[src/core/sync_output_pkg.sv]
// shared constants, register map and carrier types of the sync output generator
// assumes one 200 MHz clock and a byte-wide internal register port
package sync_output_pkg;

	// register offsets
	localparam logic [7:0] ADDR_ACTIVITY   = 8'h01;
	localparam logic [7:0] ADDR_POLARITY   = 8'h02;
	localparam logic [7:0] ADDR_INPUT_CFG  = 8'h05;
	localparam logic [7:0] ADDR_OUTPUT_CFG = 8'h18;
	localparam logic [7:0] ADDR_LINE_WIDTH = 8'h19;
	localparam logic [7:0] ADDR_POWER      = 8'h1b;
	localparam logic [7:0] ADDR_PLL_TUNE   = 8'h1c;
	localparam logic [7:0] ADDR_DC_RESTORE = 8'h23;

	// reset values
	localparam logic [7:0] RST_INPUT_CFG  = 8'h00;
	localparam logic [7:0] RST_OUTPUT_CFG = 8'h00;
	localparam logic [7:0] RST_LINE_WIDTH = 8'h08;
	localparam logic [7:0] RST_POWER      = 8'h00;
	localparam logic [7:0] RST_PLL_TUNE   = 8'h00;
	localparam logic [7:0] RST_DC_RESTORE = 8'h00;

	localparam logic [7:0] POWER_STANDBY  = 8'h0f;

	// input configuration fields
	localparam int IN_CHAN_BIT      = 0;
	localparam int IN_SYNC_HIGH_BIT = 1;
	localparam int IN_YUV_BIT       = 2;
	localparam int IN_SRC_LO        = 3;
	localparam int IN_SRC_HI        = 4;

	// output configuration fields
	localparam int OUT_WIDE_BIT      = 0;
	localparam int OUT_FRAME_POL_BIT = 6;
	localparam int OUT_LINE_POL_BIT  = 7;

	// activity status fields
	localparam int ACT_LINE_BIT     = 0;
	localparam int ACT_FRAME_BIT    = 1;
	localparam int ACT_GREEN_BIT    = 2;
	localparam int ACT_OVERFLOW_BIT = 7;

	// pixel index of both frame pulse edges
	localparam logic [11:0] PIX_FRAME_EDGE = 12'h007;

	typedef enum logic [1:0] {
		SRC_SEPARATE  = 2'b00,
		SRC_COMPOSITE = 2'b01,
		SRC_GREEN     = 2'b10,
		SRC_GREEN_ALT = 2'b11
	} sync_src_t;

	typedef struct packed {
		logic [23:0] pixel;
		logic        line_start_pulse;
		logic        frame_pulse;
	} pixel_word_t;

	typedef struct packed {
		logic [23:0] adc;
		logic [1:0]  line;
		logic [1:0]  green;
		logic [1:0]  frame;
		logic [1:0]  sliced;
		logic        pclk;
		logic        invert;
	} pin_bundle_t;

	typedef struct packed {
		logic       we;
		logic       re;
		logic [7:0] addr;
		logic [7:0] wdata;
	} reg_req_t;

endpackage

[src/core/two_entry_buffer.sv]
// two-entry buffer with valid/ready on both sides
// assumes producer and consumer share clk
`timescale 1ns/1ps
module two_entry_buffer #(
	parameter int WIDTH = 26
) (
	input  wire logic             clk,
	input  wire logic             rst_n,
	input  wire logic [WIDTH-1:0] in_data,
	input  wire logic             in_valid,
	output logic                  in_ready,
	output logic [WIDTH-1:0]      out_data,
	input  wire logic             out_ready,
	output logic                  out_valid
);
	logic [WIDTH-1:0] head_reg;
	logic [WIDTH-1:0] tail_reg;
	logic [1:0]       count_reg;
	logic             push;
	logic             pop;

	assign in_ready  = (count_reg != 2'h2);
	assign out_valid = (count_reg != 2'h0);
	assign out_data  = head_reg;
	assign push      = in_valid & in_ready;
	assign pop       = out_valid & out_ready;

	always_ff @(posedge clk) begin
		if (!rst_n) begin
			count_reg <= 2'h0;
		end else if (push && !pop) begin
			count_reg <= count_reg + 2'h1;
		end else if (pop && !push) begin
			count_reg <= count_reg - 2'h1;
		end
	end

	// head always holds the oldest word, so the output needs no mux
	always_ff @(posedge clk) begin
		if (!rst_n) begin
			head_reg <= '0;
			tail_reg <= '0;
		end else begin
			if (pop) begin
				head_reg <= (push && count_reg == 2'h1) ? in_data : tail_reg;
			end else if (push && count_reg == 2'h0) begin
				head_reg <= in_data;
			end
			if (push && (count_reg == 2'h2 || (count_reg == 2'h1 && !pop))) begin
				tail_reg <= in_data;
			end else if (push && pop && count_reg == 2'h2) begin
				tail_reg <= in_data;
			end
		end
	end

endmodule

[src/core/sync_output_generator.sv]
// sync pass-through, line start and frame pulse generation, standby and registers
// assumes pins are asynchronous to clk; pixel clock pin is far slower than clk
//
// Function
// - buffered line sync repeats the selected line or green sync unchanged
// - with green sync selected, the whole green waveform goes out
// - buffered frame sync repeats frame input, or sliced pulse when green selected
// - buffered syncs and separator keep running in power-down
// - line start pulse aligned to data clock, trailing edge at pixel 0
// - pulse width from width register, polarity from output config bit 7
// - wider pulse moves leading edge earlier, trailing edge stays
// - in 48-bit or YUV mode width steps by two pixels
// - RGB24 width as written, YUV24 rounded up odd, 48-bit rounded down even
// - frame pulse edges both at pixel 7
// - frame pulse width in lines follows frame sync, polarity bit 6
// - writing 0x0f to power control enters standby
// - registers, activity status and buffered syncs stay alive in standby
// - reset returns every register to its default
// - defaults pick AC-coupled RGB on first channel, 24-bit output
// - phase invert input shifts sampling and data clock by half a period
// - composite sync quirk may lock line pulse to wrong edge briefly
`timescale 1ns/1ps
module sync_output_generator (
	input  wire logic                        clk,
	input  wire logic                        rst_n,
	input  wire logic [1:0]                  line_sync_input,
	input  wire logic [1:0]                  green_embedded_sync_input,
	input  wire logic [1:0]                  frame_sync_input,
	input  wire logic [1:0]                  green_sliced_frame_sync,
	input  wire logic                        pixel_clock_in,
	input  wire logic                        sample_phase_invert,
	input  wire logic [23:0]                 adc_pixel,
	input  wire logic [11:0]                 line_total_pixels,
	input  wire sync_output_pkg::reg_req_t   reg_req,
	output logic [7:0]                       reg_rdata,
	output logic                             buffered_line_sync_out,
	output logic                             buffered_frame_sync_out,
	output logic                             output_data_clock,
	output sync_output_pkg::pixel_word_t     out_word,
	output logic                             out_valid,
	input  wire logic                        out_ready,
	output logic                             standby
);
	sync_output_pkg::pin_bundle_t  pins_s1;
	sync_output_pkg::pin_bundle_t  pins_s2;
	sync_output_pkg::pixel_word_t  cap_word;
	sync_output_pkg::sync_src_t    src;
	logic [7:0]  in_cfg_reg;
	logic [7:0]  out_cfg_reg;
	logic [7:0]  line_width_reg;
	logic [7:0]  power_reg;
	logic [7:0]  pll_tune_reg;
	logic [7:0]  dc_restore_reg;
	logic [7:0]  activity_reg;
	logic [7:0]  activity_set;
	logic [11:0] pix_cnt;
	logic [11:0] pix_cnt_next;
	logic [7:0]  eff_w;
	logic        pclk_d;
	logic        pix_edge;
	logic        pix_fall;
	logic        chan;
	logic        sog_sel;
	logic        line_sel;
	logic        frame_sel;
	logic        green_pick;
	logic        frame_pick;
	logic        line_act;
	logic        line_act_d;
	logic        frame_prev;
	logic        green_prev;
	logic        line_pend;
	logic        hs_active_reg;
	logic        hs_active_next;
	logic        vs_active_reg;
	logic        vs_active_next;
	logic        wide;
	logic        phase_reg;
	logic        cap_valid;
	logic        buf_in_ready;

	// two-stage synchroniser for every pin
	always_ff @(posedge clk) begin
		if (!rst_n) begin
			pins_s1 <= '0;
			pins_s2 <= '0;
		end else begin
			pins_s1 <= {adc_pixel, line_sync_input, green_embedded_sync_input,
				frame_sync_input, green_sliced_frame_sync, pixel_clock_in,
				sample_phase_invert};
			pins_s2 <= pins_s1;
		end
	end

	assign standby    = (power_reg == sync_output_pkg::POWER_STANDBY);
	assign chan       = in_cfg_reg[sync_output_pkg::IN_CHAN_BIT];
	assign src        = sync_output_pkg::sync_src_t'(
		in_cfg_reg[sync_output_pkg::IN_SRC_HI:sync_output_pkg::IN_SRC_LO]);
	assign sog_sel    = src[1];
	assign green_pick = pins_s2.green[chan];
	assign frame_pick = sog_sel ? pins_s2.sliced[chan] : pins_s2.frame[chan];
	assign line_sel   = sog_sel ? green_pick : pins_s2.line[chan];
	assign frame_sel  = frame_pick;

	// sync outputs are never gated by standby: mode detection runs powered down
	always_ff @(posedge clk) begin
		if (!rst_n) begin
			buffered_line_sync_out  <= 1'b0;
			buffered_frame_sync_out <= 1'b0;
		end else begin
			buffered_line_sync_out  <= line_sel;
			buffered_frame_sync_out <= frame_sel;
		end
	end

	// pixel clock edges; invert picks the opposite edge
	always_ff @(posedge clk) begin
		if (!rst_n) begin
			pclk_d <= 1'b0;
		end else begin
			pclk_d <= pins_s2.pclk;
		end
	end
	assign pix_edge = (pins_s2.pclk != pclk_d) && (pins_s2.pclk != pins_s2.invert);
	assign pix_fall = (pins_s2.pclk != pclk_d) && (pins_s2.pclk == pins_s2.invert);

	// the counter locks to the leading sync edge; an unserrated composite
	// sync of one polarity can make it pick the wrong edge for a while
	assign line_act = line_sel ^ ~in_cfg_reg[sync_output_pkg::IN_SYNC_HIGH_BIT];
	always_ff @(posedge clk) begin
		if (!rst_n) begin
			line_act_d <= 1'b0;
			line_pend  <= 1'b0;
		end else begin
			line_act_d <= line_act;
			if (line_act && !line_act_d) begin
				line_pend <= 1'b1;
			end else if (pix_edge) begin
				line_pend <= 1'b0;
			end
		end
	end

	assign wide = out_cfg_reg[sync_output_pkg::OUT_WIDE_BIT];
	always_comb begin
		if (wide) begin
			eff_w = {line_width_reg[7:1], 1'b0};
		end else if (in_cfg_reg[sync_output_pkg::IN_YUV_BIT]) begin
			eff_w = line_width_reg | 8'h01;
		end else begin
			eff_w = line_width_reg;
		end
	end

	always_comb begin
		if (line_pend || pix_cnt + 12'h001 >= line_total_pixels) begin
			pix_cnt_next = 12'h000;
		end else begin
			pix_cnt_next = pix_cnt + 12'h001;
		end
	end
	// active for the last eff_w pixels before pixel 0
	assign hs_active_next = ({1'b0, pix_cnt_next} + {5'h00, eff_w}) >=
		{1'b0, line_total_pixels};
	assign vs_active_next = (pix_cnt_next == sync_output_pkg::PIX_FRAME_EDGE) ?
		(frame_sel ^ ~in_cfg_reg[sync_output_pkg::IN_SYNC_HIGH_BIT]) :
		vs_active_reg;

	always_ff @(posedge clk) begin
		if (!rst_n) begin
			pix_cnt       <= 12'h000;
			hs_active_reg <= 1'b0;
			vs_active_reg <= 1'b0;
		end else if (pix_edge && !standby) begin
			pix_cnt       <= pix_cnt_next;
			hs_active_reg <= hs_active_next;
			vs_active_reg <= vs_active_next;
		end
	end

	// data clock rises on the active pixel edge; 48-bit mode halves it
	always_ff @(posedge clk) begin
		if (!rst_n) begin
			output_data_clock <= 1'b0;
			phase_reg         <= 1'b0;
		end else if (standby) begin
			output_data_clock <= 1'b0;
			phase_reg         <= 1'b0;
		end else if (pix_edge) begin
			phase_reg <= wide ? ~phase_reg : 1'b0;
			if (!wide || !phase_reg) begin
				output_data_clock <= 1'b1;
			end else begin
				output_data_clock <= 1'b0;
			end
		end else if (pix_fall && !wide) begin
			output_data_clock <= 1'b0;
		end
	end

	// capture stage; a word still held when the next pixel arrives is overwritten
	always_ff @(posedge clk) begin
		if (!rst_n) begin
			cap_valid <= 1'b0;
			cap_word  <= '0;
		end else if (pix_edge && !standby) begin
			cap_valid                 <= 1'b1;
			cap_word.pixel            <= pins_s2.adc;
			cap_word.line_start_pulse <= hs_active_next ^
				out_cfg_reg[sync_output_pkg::OUT_LINE_POL_BIT];
			cap_word.frame_pulse      <= vs_active_next ^
				out_cfg_reg[sync_output_pkg::OUT_FRAME_POL_BIT];
		end else if (buf_in_ready) begin
			cap_valid <= 1'b0;
		end
	end

	two_entry_buffer #(
		.WIDTH ($bits(sync_output_pkg::pixel_word_t))
	) u_buffer (
		.clk       (clk),
		.rst_n     (rst_n),
		.in_data   (cap_word),
		.in_valid  (cap_valid),
		.in_ready  (buf_in_ready),
		.out_data  (out_word),
		.out_ready (out_ready),
		.out_valid (out_valid)
	);

	// activity sticky bits, cleared by reading; a new event wins over the clear
	always_ff @(posedge clk) begin
		if (!rst_n) begin
			frame_prev <= 1'b0;
			green_prev <= 1'b0;
		end else begin
			frame_prev <= frame_sel;
			green_prev <= green_pick;
		end
	end
	always_comb begin
		activity_set = 8'h00;
		activity_set[sync_output_pkg::ACT_LINE_BIT]     = line_act != line_act_d;
		activity_set[sync_output_pkg::ACT_FRAME_BIT]    = frame_sel != frame_prev;
		activity_set[sync_output_pkg::ACT_GREEN_BIT]    = green_pick != green_prev;
		activity_set[sync_output_pkg::ACT_OVERFLOW_BIT] = pix_edge && !standby &&
			cap_valid && !buf_in_ready;
	end
	always_ff @(posedge clk) begin
		if (!rst_n) begin
			activity_reg <= 8'h00;
		end else if (reg_req.re && reg_req.addr == sync_output_pkg::ADDR_ACTIVITY) begin
			activity_reg <= activity_set;
		end else begin
			activity_reg <= activity_reg | activity_set;
		end
	end

	// writable registers
	always_ff @(posedge clk) begin
		if (!rst_n) begin
			in_cfg_reg     <= sync_output_pkg::RST_INPUT_CFG;
			out_cfg_reg    <= sync_output_pkg::RST_OUTPUT_CFG;
			line_width_reg <= sync_output_pkg::RST_LINE_WIDTH;
			power_reg      <= sync_output_pkg::RST_POWER;
			pll_tune_reg   <= sync_output_pkg::RST_PLL_TUNE;
			dc_restore_reg <= sync_output_pkg::RST_DC_RESTORE;
		end else if (reg_req.we) begin
			case (reg_req.addr)
				sync_output_pkg::ADDR_INPUT_CFG:  in_cfg_reg     <= reg_req.wdata;
				sync_output_pkg::ADDR_OUTPUT_CFG: out_cfg_reg    <= reg_req.wdata;
				sync_output_pkg::ADDR_LINE_WIDTH: line_width_reg <= reg_req.wdata;
				sync_output_pkg::ADDR_POWER:      power_reg      <= reg_req.wdata;
				sync_output_pkg::ADDR_PLL_TUNE:   pll_tune_reg   <= reg_req.wdata;
				sync_output_pkg::ADDR_DC_RESTORE: dc_restore_reg <= reg_req.wdata;
				default: ;
			endcase
		end
	end

	// read data registered; unmapped offsets read zero
	always_ff @(posedge clk) begin
		if (!rst_n) begin
			reg_rdata <= 8'h00;
		end else if (reg_req.re) begin
			case (reg_req.addr)
				sync_output_pkg::ADDR_ACTIVITY:   reg_rdata <= activity_reg;
				sync_output_pkg::ADDR_POLARITY:   reg_rdata <= {6'h00, frame_sel, line_sel};
				sync_output_pkg::ADDR_INPUT_CFG:  reg_rdata <= in_cfg_reg;
				sync_output_pkg::ADDR_OUTPUT_CFG: reg_rdata <= out_cfg_reg;
				sync_output_pkg::ADDR_LINE_WIDTH: reg_rdata <= line_width_reg;
				sync_output_pkg::ADDR_POWER:      reg_rdata <= power_reg;
				sync_output_pkg::ADDR_PLL_TUNE:   reg_rdata <= pll_tune_reg;
				sync_output_pkg::ADDR_DC_RESTORE: reg_rdata <= dc_restore_reg;
				default:                          reg_rdata <= 8'h00;
			endcase
		end
	end

	// width in force at the previous pixel; a width write mid-line moves an edge once
	logic [7:0]  eff_w_prev;
	always_ff @(posedge clk) begin
		if (!rst_n) begin
			eff_w_prev <= sync_output_pkg::RST_LINE_WIDTH;
		end else if (pix_edge && !standby) begin
			eff_w_prev <= eff_w;
		end
	end
endmodule

[config.mk]
export PLATFORM = sky130hd
export DESIGN_NAME = sync_output_generator
export DESIGN_NICKNAME = d
export VERILOG_FILES = /design/src/core/sync_output_pkg.sv /design/src/core/two_entry_buffer.sv /design/src/core/sync_output_generator.sv
export SDC_FILE = /design/constraint.sdc
export NUM_CORES = 1
export LEC_CHECK = 0
export BUFFER_PORTS_ARGS = -buffer_cell sky130_fd_sc_hd__buf_2
export CORE_MARGIN = 4
export CORE_UTILIZATION = 61
export CTS_CLUSTER_SIZE = 12
export DETAILED_ROUTE_END_ITERATION = 16
export PLACE_DENSITY = 0.87
export SLEW_MARGIN = 30
export SYNTH_ARGS = -nofsm -noshare
export SYNTH_HDL_FRONTEND = slang
export SYNTH_SLANG_ARGS = --single-unit
[constraint.sdc]
create_clock -name clk -period 14.4 [get_ports clk]
set_input_delay 2.16 -clock clk [delete_from_list [all_inputs] [get_ports clk]]
set_output_delay 2.16 -clock clk [all_outputs]
set_load 0.05 [all_outputs]
* After elaboration in Yosys (flattened, before gate mapping)
Cells that the tools add are included.
** Storage, ports and cells
- Word-level logic and storage cells :: 149
- Output and inout port bits :: 39
- Register bits after elaboration :: 234
- Bits of input ports :: 67
** Operators by class
- Equal/unequal tests :: 19
- Reductions and logical operators :: 42
- Mux-type cells :: 31
- Magnitude comparators :: 3
- $add $sub $neg :: 4
- Bitwise gates (word level) :: 10
** Operator list (number)
- 26-bit 2-to-1 mux :: 5
- 8-bit case mux with 8 select lines :: 1
- 8-bit by 5-bit equality test with 1-bit output (second input constant) :: 4
- 1-bit 2-to-1 mux :: 21
- 1-bit logical AND :: 16
- 2-bit nonzero test :: 7
- 12-bit by 8-bit adder with 13-bit output :: 1
- 13-bit by 12-bit >= comparator with 1-bit output :: 1
- 12-bit by 1-bit adder with 12-bit output (second input constant) :: 1
- 12-bit by 3-bit equality test with 1-bit output (second input constant) :: 1
- 12-bit >= comparator :: 1
- 12-bit 2-to-1 mux :: 1
- 2-bit AND reduction :: 6
- 8-bit by 1-bit equality test with 1-bit output (second input constant) :: 1
- 8-bit by 2-bit equality test with 1-bit output (second input constant) :: 1
- 8-bit by 3-bit equality test with 1-bit output (second input constant) :: 1
- 8-bit by 4-bit equality test with 1-bit output (second input constant) :: 1
- 8-bit by 6-bit equality test with 1-bit output (second input constant) :: 1
- 8-bit 2-to-1 mux :: 1
- 8-bit bitwise OR :: 1
- 1-bit logical NOT :: 7
- 1-bit != test :: 5
- 2-bit 2-to-1 mux :: 2
- 2-bit OR reduction :: 2
- 12 further kinds :: 20

* Logic depth before layout (Yosys ltp)
Gate-level depths: netlist of run 1.
- Depth in word-level cells :: 7
- Depth in mapped cells :: 28
- Depth with buffers taken out :: 27

* By module
From an unflattened synthesis of run 1, not the netlist that was laid out.
** Unflattened totals
- Cells, all modules :: 1135
- Area total of the unflattened synthesis :: 10338.7 µm²
** Modules (own cells, without submodules)
- sync_output_generator :: sequential area each 3523.4 µm², cells each 855, times used 1, area each 7886.3 µm²
- two_entry_buffer :: sequential area each 1081.0 µm², cells each 280, times used 1, area each 2452.4 µm²

* Worst setup path before layout of run 1
No wires, ideal clock.
- Kind :: input port to flip-flop
- From :: input port line_total_pixels[2]
- To :: register cap_word[1] in the netlist's numbering
- Setup slack :: 8113 ps
- Stages :: 24
- Arrival time :: 6165 ps
- Setup time :: 122 ps
- Path buffers :: 1
- Required time :: 14278 ps
- Cell sequence :: inv_1 -> ha_1 -> a21o_1 -> a31oi_1 -> o21ai_1 -> a21o_1 -> clkbuf_1 -> nor2_1 -> ha_1 -> inv_1 -> fa_1 -> inv_1 -> a31o_2 -> a311o_2 -> nand2_1 -> o21ai_1 -> xor2_1 -> ha_1 -> a211oi_1 -> nand2_1 -> a31oi_1 -> o21a_1 -> nor2_1 -> a311o_1
** Between the ends
- Cells in the longest elaborated chain, start to end :: 6
** Ends and longest elaborated chain
- start, declared :: line sync_output_generator.sv:33 : input wire logic [11:0] line_total_pixels,
- 12-bit >= comparator :: line sync_output_generator.sv:156 : if (line_pend || pix_cnt + 12'h001 >= line_total_pixels) begin
- 1-bit logical OR :: line sync_output_generator.sv:156
- 12-bit 2-to-1 mux :: line sync_output_generator.sv:156
- net pix_cnt_next[0] :: line sync_output_generator.sv:57 : logic [11:0] pix_cnt_next;
- 12-bit by 8-bit adder with 13-bit output :: line sync_output_generator.sv:163 : assign hs_active_next = ({1'b0, pix_cnt_next} + {5'h00, eff_w}) >=
- 13-bit by 12-bit >= comparator with 1-bit output :: line sync_output_generator.sv:163
- 1-bit XOR :: line sync_output_generator.sv:209 : cap_word.line_start_pulse <= hs_active_next ^
- end, declared :: line sync_output_generator.sv:46 : sync_output_pkg::pixel_word_t cap_word;
The timed path passes the listed nets, and every way through them passes these cells.
A chain may end at the register's enable or synchronous reset.

* Final worst setup path of run 1
- From :: input port line_total_pixels[10]
- To :: register cap_word[1] in the netlist's numbering
Same word-level chain as after synthesis.

==> results of run 1 <==
[cell families after synthesis]
family | Yosys count | share of synthesized area
muxes | 64 | 0.0653
xor gates and xnor gates | 27 | 0.0247
DFF | 230 | 0.452
and+or+nand+nor | 439 | 0.217
adders and majority gates | 40 | 0.0497
buffers and inverters | 91 | 0.0342
AOI/OAI and AO/OA | 210 | 0.157
[worst max-delay path: stages]
cell      delay [ns]
buf_2           0.07
inv_1           0.05
ha_1            0.32
nand4_1         0.11
nor2_1          0.48
a21o_1          0.51
nor2_1          0.09
ha_1            0.24
inv_1           0.09
fa_1            0.25
inv_1           0.06
a31o_2          0.22
a311o_2         0.36
nand2_1         0.08
o21ai_1         0.07
xor2_1          0.18
ha_1            0.31
a211oi_1        0.26
nand2_1         0.08
a31oi_1         0.28
o21a_1          0.17
nor2_1          0.04
a311o_1         0.26
[cell usage after synthesis (all sizes together), types with 3 or more instances]
cell / n
nand2: 200
nand2b: 3
or2: 3
a2111oi: 4
and3: 4
buf: 5
mux2: 9
clkbuf: 52
a21boi: 84
o21ai: 16
a222oi: 6
o211a: 27
a22oi: 11
a21o: 9
o221ai: 3
nor3: 9
a21oi: 29
xnor2: 16
and2: 76
nor4b: 3
xor2: 11
nand4: 7
nor4: 4
inv: 33
ha: 38
nor2: 25
dfxtp: 230
nand3: 36
mux2i: 54
a211oi: 3
a31oi: 3
nor2b: 59
[metrics by stage]
step / setup slack, ns / cell area [um2]
floorplan: 8.11 / 10200
global placement: 7.65 / 10800
detailed placement: 7.51 / 10900
CTS: 8.03 / 11600
global route: 7.56 / 11600
finish: 8.05 / 11600
[power breakdown]
part           internal (mW)  switching (mW)
clock network          0.330           0.231
logic                 0.0945           0.224
registers              0.680          0.0222
total                   1.10           0.477
[area by class of cell]
class / count / area share
multi-input combinational: 780 / 0.455
clock inverter: 4 / 0.00518
inverter: 34 / 0.0110
sequential: 230 / 0.397
clock buffer: 30 / 0.0555
tap: 216 / 0.0233
timing repair buffer: 114 / 0.0533
[worst min path at each step]
stage / to / slack [ns] / cells after the start
2_1_floorplan: pins_s2[0] / 0.41 / 1
3_3_place_gp: pins_s2[15] / 0.41 / 1
3_5_place_dp: pins_s2[18] / 0.42 / 1
4_1_cts: pins_s2[4] / 0.43 / 1
5_1_grt: pins_s2[27] / 0.44 / 1
6_report: pins_s2[9] / 0.43 / 1
[metal layers]
metal,part of all wire,vias to the layer above,GRT usage
li1,-,3924,-
met1,0.44,3618,0.307
met2,0.49,198,0.394
met3,0.059,30,0.0405
met4,0.013,0,0.0588
met5,0,-,0
==> results.sh, run 1 <==
export IMPL_outcome="finished clean"
export IMPL_postCtsSetupRepairBufs=0
export IMPL_clockRootBuffer="clkbuf_16"
export IMPL_r2r_setup_slack_ns=8.26
export IMPL_netlist_top_cell_by_area="dfxtp_1"
export IMPL_final_setup_tns_ns=0
export IMPL_startpoint_type="input port"
export IMPL_final_max_slew_viol_count=0
export IMPL_antennaDiodeCount=0
export IMPL_final_common_cell="dfxtp_1"
export IMPL_worstRegToRegCells=26
export IMPL_synth_seq_cells=230
export IMPL_post_route_min_period_ns=6.35
export IMPL_die_height_um=137
export IMPL_cts_sinks=230
export IMPL_drt_pass1_iter_count=5
export IMPL_place_congestion=0.884
export IMPL_core_area_um2=16100
export IMPL_fin_worst_hold_slack_ns=0.428
export IMPL_grt_pass1_wl_mm=36.1
export IMPL_timing_fmax_ghz=0.157
export IMPL_path_class="input port to flip-flop"
export IMPL_timing_slew_headroom=0.429
export IMPL_report_final_setup_viol=0
export IMPL_die_x_um=137
export IMPL_hold_viol=0
export IMPL_vias=7770
export IMPL_worst_r2r_endpoint="cap_word[1]"
export IMPL_timing_critical_path_fanout_max=15
export IMPL_total_cts_buffers=24
export IMPL_total_leakage_power_nw=5.25
export IMPL_finish_utilization=0.719
export IMPL_number_of_levels_in_the_clock_h_tree=1
export IMPL_synthFlopType="dfxtp_1"
export IMPL_area_growth_synth_to_final_pct=13.9
export IMPL_min_path_type="flip-flop to flip-flop"
export IMPL_vias_in_the_first_global_route=7451
export IMPL_transition_time_of_the_tightest_slew_check_pin_ns=0.855
export IMPL_ctsHoldBuffers=0
export IMPL_grt_max_degree=143
export IMPL_synth_yosys_warnings=0
export IMPL_synth_edf_count=0
export IMPL_count_of_input_and_output_buffers=105
export IMPL_fin_nets=1290
export IMPL_clock_edge_transition_at_the_registers_on_the_reported_setup_and_hold_paths_ns=0.06
export IMPL_ant_nets=0
export IMPL_layout_common_cells="dfxtp_1 (230), nand2_1 (199), buf_2 (104)"
export IMPL_async_flop_share=0
export IMPL_drive_gt1_frac=0.148
export IMPL_total_routing_usage_gr=0.232
export IMPL_synth_yosys_seq_area_share=0.452
export IMPL_initial_utilization=0.632
export IMPL_initialDrtViolationCount=516
export IMPL_reg_largest_list="pins_s1 (34), pins_s2 (34)"
export IMPL_finalNonFillerCells=1408
export IMPL_synth_fp_nets=1207
export IMPL_cts_resized_gates=0
export IMPL_crit_arrival_ns=6.75
export IMPL_regToRegStartpoint="pix_cnt[0]"
export IMPL_multi_input_area_um2=5270
export IMPL_design_die_area_um2=18800
export IMPL_cellPowerDensity_nw_per_um2=136
export IMPL_drc=0
export IMPL_detailedPlacementHpwl_mm=14.6
export IMPL_power_total_mw=1.58
export IMPL_min_delay_start="pins_s1[9]"
export IMPL_mean_cell_area_of_the_mapped_netlist_um2=9.24
export IMPL_register_area_um2=4600
export IMPL_yosys_top_cells_area="dfxtp_1 (45%), nand2_1 (7.4%), a21boi_0 (6.2%)"
export IMPL_antenna_found_initial=0
export IMPL_postRouteWirelength_mm=21.7
export IMPL_wire_per_inst_um=15.4
export IMPL_start_point_of_the_critical_path="line_total_pixels[10]"
export IMPL_synth_top_area_share=0.452
export IMPL_clk_latency_ns=0.51
export IMPL_n_fill_cell=1194
export IMPL_cts_tree="yes"
export IMPL_clock_path_buffers=3
export IMPL_post_synth_instance_area_um2=10200
export IMPL_timing_critical_path_to="cap_word[1]"
export IMPL_synth_cell_type_count=67
export IMPL_maximum_vdd_drop_mv=0.115
export IMPL_drt_vias_per_instance=5.52
export IMPL_timing_critical_path_to_type="flip-flop"
export IMPL_timing_clock_skew_ns=0.0176
export IMPL_layout_worst_path_cycle_share=0.441
export IMPL_ios=106
export IMPL_grt_setup_unrepaired="no"
export IMPL_worst_endpoint_required_ns=14.80
export IMPL_cap_viol_max_count=0
export IMPL_place_inst=1372
export IMPL_gr_total_overflow=0
export IMPL_synthesis_instances=1101
export IMPL_rows=46
Note: power is estimated with default switching activity, not from simulation.
==> run 2, diff against run 1 <==
--- a/config.mk
+++ b/config.mk
@@ -5,12 +5,13 @@
 export SDC_FILE = /design/constraint.sdc
 export NUM_CORES = 1
 export LEC_CHECK = 0
+export ABC_AREA = 1
 export BUFFER_PORTS_ARGS = -buffer_cell sky130_fd_sc_hd__buf_2
 export CORE_MARGIN = 4
-export CORE_UTILIZATION = 61
+export CORE_UTILIZATION = 59
 export CTS_CLUSTER_SIZE = 12
 export DETAILED_ROUTE_END_ITERATION = 16
-export PLACE_DENSITY = 0.87
+export PLACE_DENSITY = 0.85
 export SLEW_MARGIN = 30
 export SYNTH_ARGS = -nofsm -noshare
 export SYNTH_HDL_FRONTEND = slang
==> constraint.sdc (replaced) <==
create_clock -name clk -period 6 [get_ports clk]
set_input_delay 0.9 -clock clk [delete_from_list [all_inputs] [get_ports clk]]
set_output_delay 0.9 -clock clk [all_outputs]
set_load 0.05 [all_outputs]
==> run 2 against run 1 <==
Compared with the run above:
- clock power increased by 120%
- critical path depth rose by 14
- count of clock-buffer cells in the layout fell by 1
- routed wire length grew 3.0%
- synthesized area down 2.7%
- combinational power increased by 28%
- largest cell class is now registers
- highest routed layer unchanged
==> results.sh, run 2 <==
export IMPL_drt_vias_per_instance=5.25
export IMPL_postRouteWirelength_mm=22.4
export IMPL_timing_slew_headroom=0.405
export IMPL_timing_clock_skew_ns=0.00655
export IMPL_timing_critical_path_slowest_cell_delay_ns=0.44
export IMPL_place_congestion=0.963
export IMPL_path_class="flip-flop to flip-flop"
export IMPL_clock_path_buffers=3
export IMPL_synth_yosys_seq_area_share=0.465
export IMPL_ctsHoldBuffers=0
export IMPL_postCtsSetupRepairBufs=0
export IMPL_met2_wirelength_mm=10.4
export IMPL_die_x_um=138
export IMPL_min_path_type="flip-flop to flip-flop"
export IMPL_yosys_top_cells_area="dfxtp_1 (46%), nand2_1 (7.6%), inv_1 (7.5%)"
export IMPL_count_of_input_and_output_buffers=105
export IMPL_grt_setup_unrepaired="no"
export IMPL_crit_top_cell="nand2_1"
export IMPL_final_common_cell="dfxtp_1"
export IMPL_wire_per_inst_um=14.0
export IMPL_grt_pass1_wl_mm=36.8
export IMPL_design_die_area_um2=18900
export IMPL_regToRegStartpoint="pix_cnt[0]"
export IMPL_layout_worst_path_cycle_share=0.824
export IMPL_maximum_vdd_drop_mv=0.261
export IMPL_transition_time_of_the_tightest_slew_check_pin_ns=0.891
export IMPL_cts_resized_gates=0
export IMPL_report_final_setup_viol=0
export IMPL_timing_fmax_ghz=0.202
export IMPL_worst_endpoint_required_ns=6.40
export IMPL_initial_utilization=0.599
export IMPL_synth_top_area_share=0.465
export IMPL_post_route_min_period_ns=4.94
export IMPL_area_growth_synth_to_final_pct=13.0
export IMPL_die_height_um=138
export IMPL_crit_arrival_ns=5.35
export IMPL_startpoint_type="flip-flop"
export IMPL_rows=47
export IMPL_number_of_levels_in_the_clock_h_tree=1
export IMPL_n_fill_cell=1348
export IMPL_initialDrtViolationCount=736
export IMPL_total_leakage_power_nw=5.71
export IMPL_fin_nets=1478
export IMPL_detailedPlacementHpwl_mm=15.1
export IMPL_grt_max_degree=109
export IMPL_timing_critical_path_fanout_max=9
export IMPL_hold_viol=0
export IMPL_post_synth_top_count_cell="dfxtp_1"
export IMPL_total_routing_usage_gr=0.236
export IMPL_gr_total_overflow=0
export IMPL_worst_r2r_endpoint="cap_word[1]"
export IMPL_placedInstanceArea_um2=10500
export IMPL_fin_area_um2=11200
export IMPL_hold_path_end="pins_s2[8]"
export IMPL_synth_fp_nets=1395
export IMPL_power_total_mw=3.28
export IMPL_total_cts_buffers=23
export IMPL_dr_max_layer_used="met4"
export IMPL_synth_yosys_warnings=0
export IMPL_clockRootBuffer="clkbuf_16"
export IMPL_post_synth_instance_area_um2=9900
export IMPL_drc=0
export IMPL_detailroute_wirelength_met3_mm=1.55
export IMPL_timing_critical_path_slowest_stage_cell="dfxtp_1"
export IMPL_timing_critical_path_to_type="flip-flop"
export IMPL_mean_cell_area_of_the_mapped_netlist_um2=7.68
export IMPL_cap_viol_max_count=0
export IMPL_final_max_slew_viol_count=0
export IMPL_core_area_um2=16500
export IMPL_netlist_top_cell_by_area="dfxtp_1"
export IMPL_async_flop_share=0
export IMPL_synthesis_instances=1289
export IMPL_clk_latency_ns=0.50
export IMPL_synthFlopType="dfxtp_1"
export IMPL_drive_gt1_frac=0.122
export IMPL_synth_seq_cells=230
export IMPL_outcome="finished clean"
export IMPL_drt_pass1_iter_count=5
export IMPL_synth_edf_count=0
export IMPL_ant_nets=0
export IMPL_reg_largest_list="pins_s1 (34), pins_s2 (34)"
export IMPL_met1_length_mm=9.83
export IMPL_final_setup_tns_ns=0
export IMPL_worstHoldPathCells=2
export IMPL_synth_cells_most_frequent="dfxtp_1 (230), nand2_1 (201), inv_1 (197)"
export IMPL_antennaDiodeCount=0
export IMPL_vias=8393
export IMPL_ios=106
export IMPL_clock_edge_transition_at_the_registers_on_the_reported_setup_and_hold_paths_ns=0.06
export IMPL_min_delay_start="pins_s1[8]"
export IMPL_antenna_found_initial=0
export IMPL_vias_in_the_first_global_route=7907
export IMPL_worstRegToRegCells=37
export IMPL_cts_tree="yes"
export IMPL_layout_common_cells="dfxtp_1 (230), nand2_1 (201), inv_1 (196)"
export IMPL_cts_sinks=230
export IMPL_r2r_setup_slack_ns=1.06
export IMPL_cellPowerDensity_nw_per_um2=293
export IMPL_synth_cell_type_count=42
run 2: cell types whose count changed after synthesis, sizes merged, moves of 11 or more:
| cell | before | now |
|---|---|---|
| inv | 33 | 201 |
| and2 | 76 | 0 |
| a21oi | 29 | 115 |
| o211a | 27 | 0 |
| a22oi | 11 | 0 |
| o21ai | 16 | 138 |
| nor2 | 25 | 149 |
| mux2i | 54 | 24 |
| nor2b | 59 | 0 |
| o22ai | 1 | 18 |
| a21boi | 84 | 0 |
run 2: final cells by class:
cell class	instances	area, um2	area share
multi-input cells	802	4310	0.385
flip-flops and latches	230	4600	0.411
clock buffers	29	608	0.0543
repair buffers	113	623	0.0557
well taps	220	275	0.0246
clock inverters	2	13.8	0.00123
inverters	202	758	0.0677
run 2: logic make-up after synthesis:
logic type | share of synthesized area
fa+ha+maj | 0.0500
xor+xnor | 0.0195
buf+inv | 0.101
compound gates | 0.157
flops | 0.465
simple gates | 0.183
mux | 0.0243
run 2: how the worst max path moves through the flow:
stage / cells past startpoint / startpoint / endpoint
4_1_cts: 37 / pix_cnt[0] / cap_word[1]
3_5_place_dp: 37 / pix_cnt[0] / cap_word[1]
3_3_place_gp: 37 / pix_cnt[0] / cap_word[1]
2_1_floorplan: 37 / pix_cnt[0] / cap_word[1]
5_1_grt: 37 / pix_cnt[3] / cap_word[1]
6_report: 37 / pix_cnt[0] / cap_word[1]
run 2: metrics by stage:
step,std cells,util,hold WS (ns),setup slack (ns)
2_1_floorplan,1289,-,0.390,1.61
3_3_place_gp,1564,0.636,0.393,1.26
3_5_place_dp,1566,0.638,0.395,1.07
4_1_cts,1597,0.676,0.401,1.06
5_1_grt,1598,0.677,0.420,0.405
6_report,1598,0.677,0.404,1.06
run 2: critical path, delay by kind of cell (launching register included):
kind | cells | cell delay, ns
buf+inv | 3 | 0.13
xor+xnor | 1 | 0.16
fa+ha+maj | 5 | 1.38
simple gates | 26 | 2.46
compound gates | 2 | 0.27
flops | 1 | 0.44
run 2: layer usage:
| layer | up-vias | GRT usage |
|---|---|---|
| met1 | 3780 | 0.318 |
| met5 | - | 0 |
| li1 | 4297 | - |
| met4 | 0 | 0.0743 |
| met2 | 258 | 0.391 |
| met3 | 58 | 0.0380 |
run 2: where the power goes:
part | switching (mW) | internal, mW
Sequential | 0.0339 | 1.59
Combinational | 0.290 | 0.118
Clock | 0.544 | 0.703
==> run 3, diff against run 2 <==
--- a/config.mk
+++ b/config.mk
@@ -8,10 +8,10 @@
 export ABC_AREA = 1
 export BUFFER_PORTS_ARGS = -buffer_cell sky130_fd_sc_hd__buf_2
 export CORE_MARGIN = 4
-export CORE_UTILIZATION = 59
+export CORE_UTILIZATION = 53
 export CTS_CLUSTER_SIZE = 12
 export DETAILED_ROUTE_END_ITERATION = 16
-export PLACE_DENSITY = 0.85
+export PLACE_DENSITY = 0.81
 export SLEW_MARGIN = 30
 export SYNTH_ARGS = -nofsm -noshare
 export SYNTH_HDL_FRONTEND = slang
==> constraint.sdc (replaced) <==
create_clock -name clk -period 4 [get_ports clk]
set_input_delay 0.6 -clock clk [delete_from_list [all_inputs] [get_ports clk]]
set_output_delay 0.6 -clock clk [all_outputs]
set_load 0.05 [all_outputs]
==> run 3 against run 2 <==
Compared with the run above:
- the run now ends with setup timing left
- sequential share of layout area is 2.0 points lower
- critical path depth is 1 higher
- clock power is 47% higher
- maximum frequency is 12% higher
- setup slack worse by 1.5 ns
- count of clock-buffer cells in the layout is 1 lower
- first-iteration DRC count is 12% lower
- final area is 5.8% higher
- total power is 50% higher
- clock skew is 0.018 ns higher
- hold slack worse by 0.13 ns
- largest cell class unchanged
- largest power group unchanged
==> results.sh, run 3 (synthesis gave the netlist of run 2 again) <==
export IMPL_total_routing_usage_gr=0.219
export IMPL_hold_viol=0
export IMPL_timing_clock_skew_ns=0.0243
export IMPL_post_route_min_period_ns=4.42
export IMPL_place_congestion=0.904
export IMPL_vias_in_the_first_global_route=8139
export IMPL_initialDrtViolationCount=647
export IMPL_fin_area_um2=11800
export IMPL_rows=49
export IMPL_die_height_um=145
export IMPL_design_die_area_um2=20900
export IMPL_ant_nets=0
export IMPL_path_class="flip-flop to flip-flop"
export IMPL_finalWorstSetupSlack_ns=-0.425
export IMPL_power_share_combinational=0.132
export IMPL_drc=0
export IMPL_ctsHoldBuffers=0
export IMPL_drive_gt1_frac=0.186
export IMPL_clock_path_buffers=3
export IMPL_total_cts_buffers=23
export IMPL_final_max_slew_viol_count=0
export IMPL_layout_worst_path_cycle_share=1.11
export IMPL_timing_critical_path_to_type="flip-flop"
export IMPL_drt_pass1_iter_count=6
export IMPL_final_setup_tns_ns=-0.425
export IMPL_number_of_levels_in_the_clock_h_tree=1
export IMPL_initial_utilization=0.546
export IMPL_grt_pass1_wl_mm=38.0
export IMPL_power_switching_share=0.264
export IMPL_cellInternalPower_mw=3.63
export IMPL_total_leakage_power_nw=6.01
export IMPL_antennaDiodeCount=0
export IMPL_die_x_um=145
export IMPL_count_of_input_and_output_buffers=105
export IMPL_power_total_mw=4.93
export IMPL_vias=8583
export IMPL_ios=106
export IMPL_p_switching_mw=1.30
export IMPL_timing_critical_path_slowest_stage_cell="dfxtp_4"
export IMPL_failed_checks="setup timing"
export IMPL_clock_power_share=0.374
export IMPL_postRouteWirelength_mm=23.2
export IMPL_worst_endpoint_required_ns=4.39
export IMPL_gr_total_overflow=0
export IMPL_crit_arrival_ns=4.82
export IMPL_cap_viol_max_count=0
export IMPL_timing_critical_path_fanout_max=4
export IMPL_clk_latency_ns=0.51
export IMPL_placedInstanceArea_um2=11100
export IMPL_timing_slew_headroom=0.433
export IMPL_reg_largest_list="pins_s1 (34), pins_s2 (34)"
export IMPL_share_seq_of_total_power=0.495
export IMPL_wire_per_inst_um=13.9
export IMPL_outcome="finished, violations left"
export IMPL_core_area_um2=18100
export IMPL_clock_edge_transition_at_the_registers_on_the_reported_setup_and_hold_paths_ns=0.06
export IMPL_transition_time_of_the_tightest_slew_check_pin_ns=0.849
export IMPL_antenna_found_initial=0
export IMPL_startpoint_type="flip-flop"
export IMPL_cts_sinks=230
export IMPL_clockRootBuffer="clkbuf_16"
export IMPL_n_fill_cell=1504
export IMPL_cellPowerDensity_nw_per_um2=416
export IMPL_finish_utilization=0.653
export IMPL_grt_setup_unrepaired="yes"
export IMPL_crit_top_cell="nand2_1"
export IMPL_maximum_vdd_drop_mv=0.381
export IMPL_cts_tree="yes"
export IMPL_layout_common_cells="dfxtp_1 (220), inv_1 (197), nand2_1 (195)"
export IMPL_final_common_cell="dfxtp_1"
export IMPL_timing_critical_path_slowest_cell_delay_ns=0.37
export IMPL_min_path_type="input port to flip-flop"
export IMPL_timing_fmax_ghz=0.226
export IMPL_drt_vias_per_instance=5.15
export IMPL_area_growth_synth_to_final_pct=19.6
export IMPL_report_final_setup_viol=1
export IMPL_grt_max_degree=193
export IMPL_detailedPlacementHpwl_mm=15.9
export IMPL_fin_nets=1537
==> run 3: cell count changes in the layout (fill, tap and decap cells not counted), moves of 4 or more <==
cell,change
a21oi_1,-4
a21oi_2,+4
buf_4,+60
dfxtp_1,-10
dfxtp_2,+5
dfxtp_4,+5
ha_1,-7
ha_4,+5
nand2_1,-6
nand2_2,+6
nand3_1,-5
nand3_2,+5
nor2_1,-4
==> run 3: per-layer routing <==
metal / vias up / part of all wire / track usage
li1: 4397 / - / -
met1: 3910 / 0.45 / 0.294
met2: 238 / 0.48 / 0.371
met3: 38 / 0.054 / 0.0306
met4: 0 / 0.021 / 0.0609
met5: - / 0 / 0
==> run 3: final timing paths <==
| check | to | slack (ns) | startpoint | depth (start not counted) |
|---|---|---|---|---|
| max | cap_word[1] | -0.42 | pix_cnt[4] | 38 |
| min | pins_s1[20] | 0.27 | adc_pixel[10] | 3 |
| max reg2reg | cap_word[1] | -0.42 | pix_cnt[4] | 38 |
| min reg2reg | pins_s2[30] | 0.40 | pins_s1[30] | 2 |
==> run 3: critical path, delay by kind of cell, from the launching register on <==
family	cells	cell delay, ns
AND/OR/NAND/NOR	27	2.24
adder cells (fa/ha/maj)	4	1.02
flip-flops	1	0.37
AO/OA/AOI/OAI	3	0.34
XOR/XNOR	1	0.18
buffers and inverters	3	0.16
==> run 3: layout make-up <==
type	instances	area, um2	area share
sequential	230	4630	0.391
multi-input combinational	802	4490	0.379
timing repair buffer	172	1060	0.0898
inverter	202	761	0.0642
clock buffer	28	594	0.0502
tap	229	287	0.0242
clock inverter	3	18.8	0.00158
==> run 3: metrics by stage <==
| step | hold slack (ns) | std cells | worst slack [ns] |
|---|---|---|---|
| 6_report | 0.272 | 1666 | -0.425 |
| 5_1_grt | 0.272 | 1666 | -0.851 |
| 3_5_place_dp | 0.395 | 1633 | -0.399 |
| 2_1_floorplan | 0.390 | 1289 | -0.170 |
| 3_3_place_gp | 0.392 | 1632 | -0.287 |
| 4_1_cts | 0.262 | 1664 | -0.311 |
==> run 3: power by group through the flow <==
stage / clock network, mW / registers (mW) / logic [mW]
CTS: 1.87 / 2.44 / 0.646
finish: 1.84 / 2.44 / 0.651
detailed placement: 0 / 2.49 / 0.638
global placement: 0 / 2.49 / 0.614
floorplan: 0 / 2.63 / 0.286
global route: 1.96 / 2.45 / 0.712
==> run 3: what timing repair did <==
item	4_1_cts	5_1_grt
pin swaps	0	15
setup endpoints to repair	1	1
gates resized for setup	12	21
buffers inserted	0	2
cloned	0	0
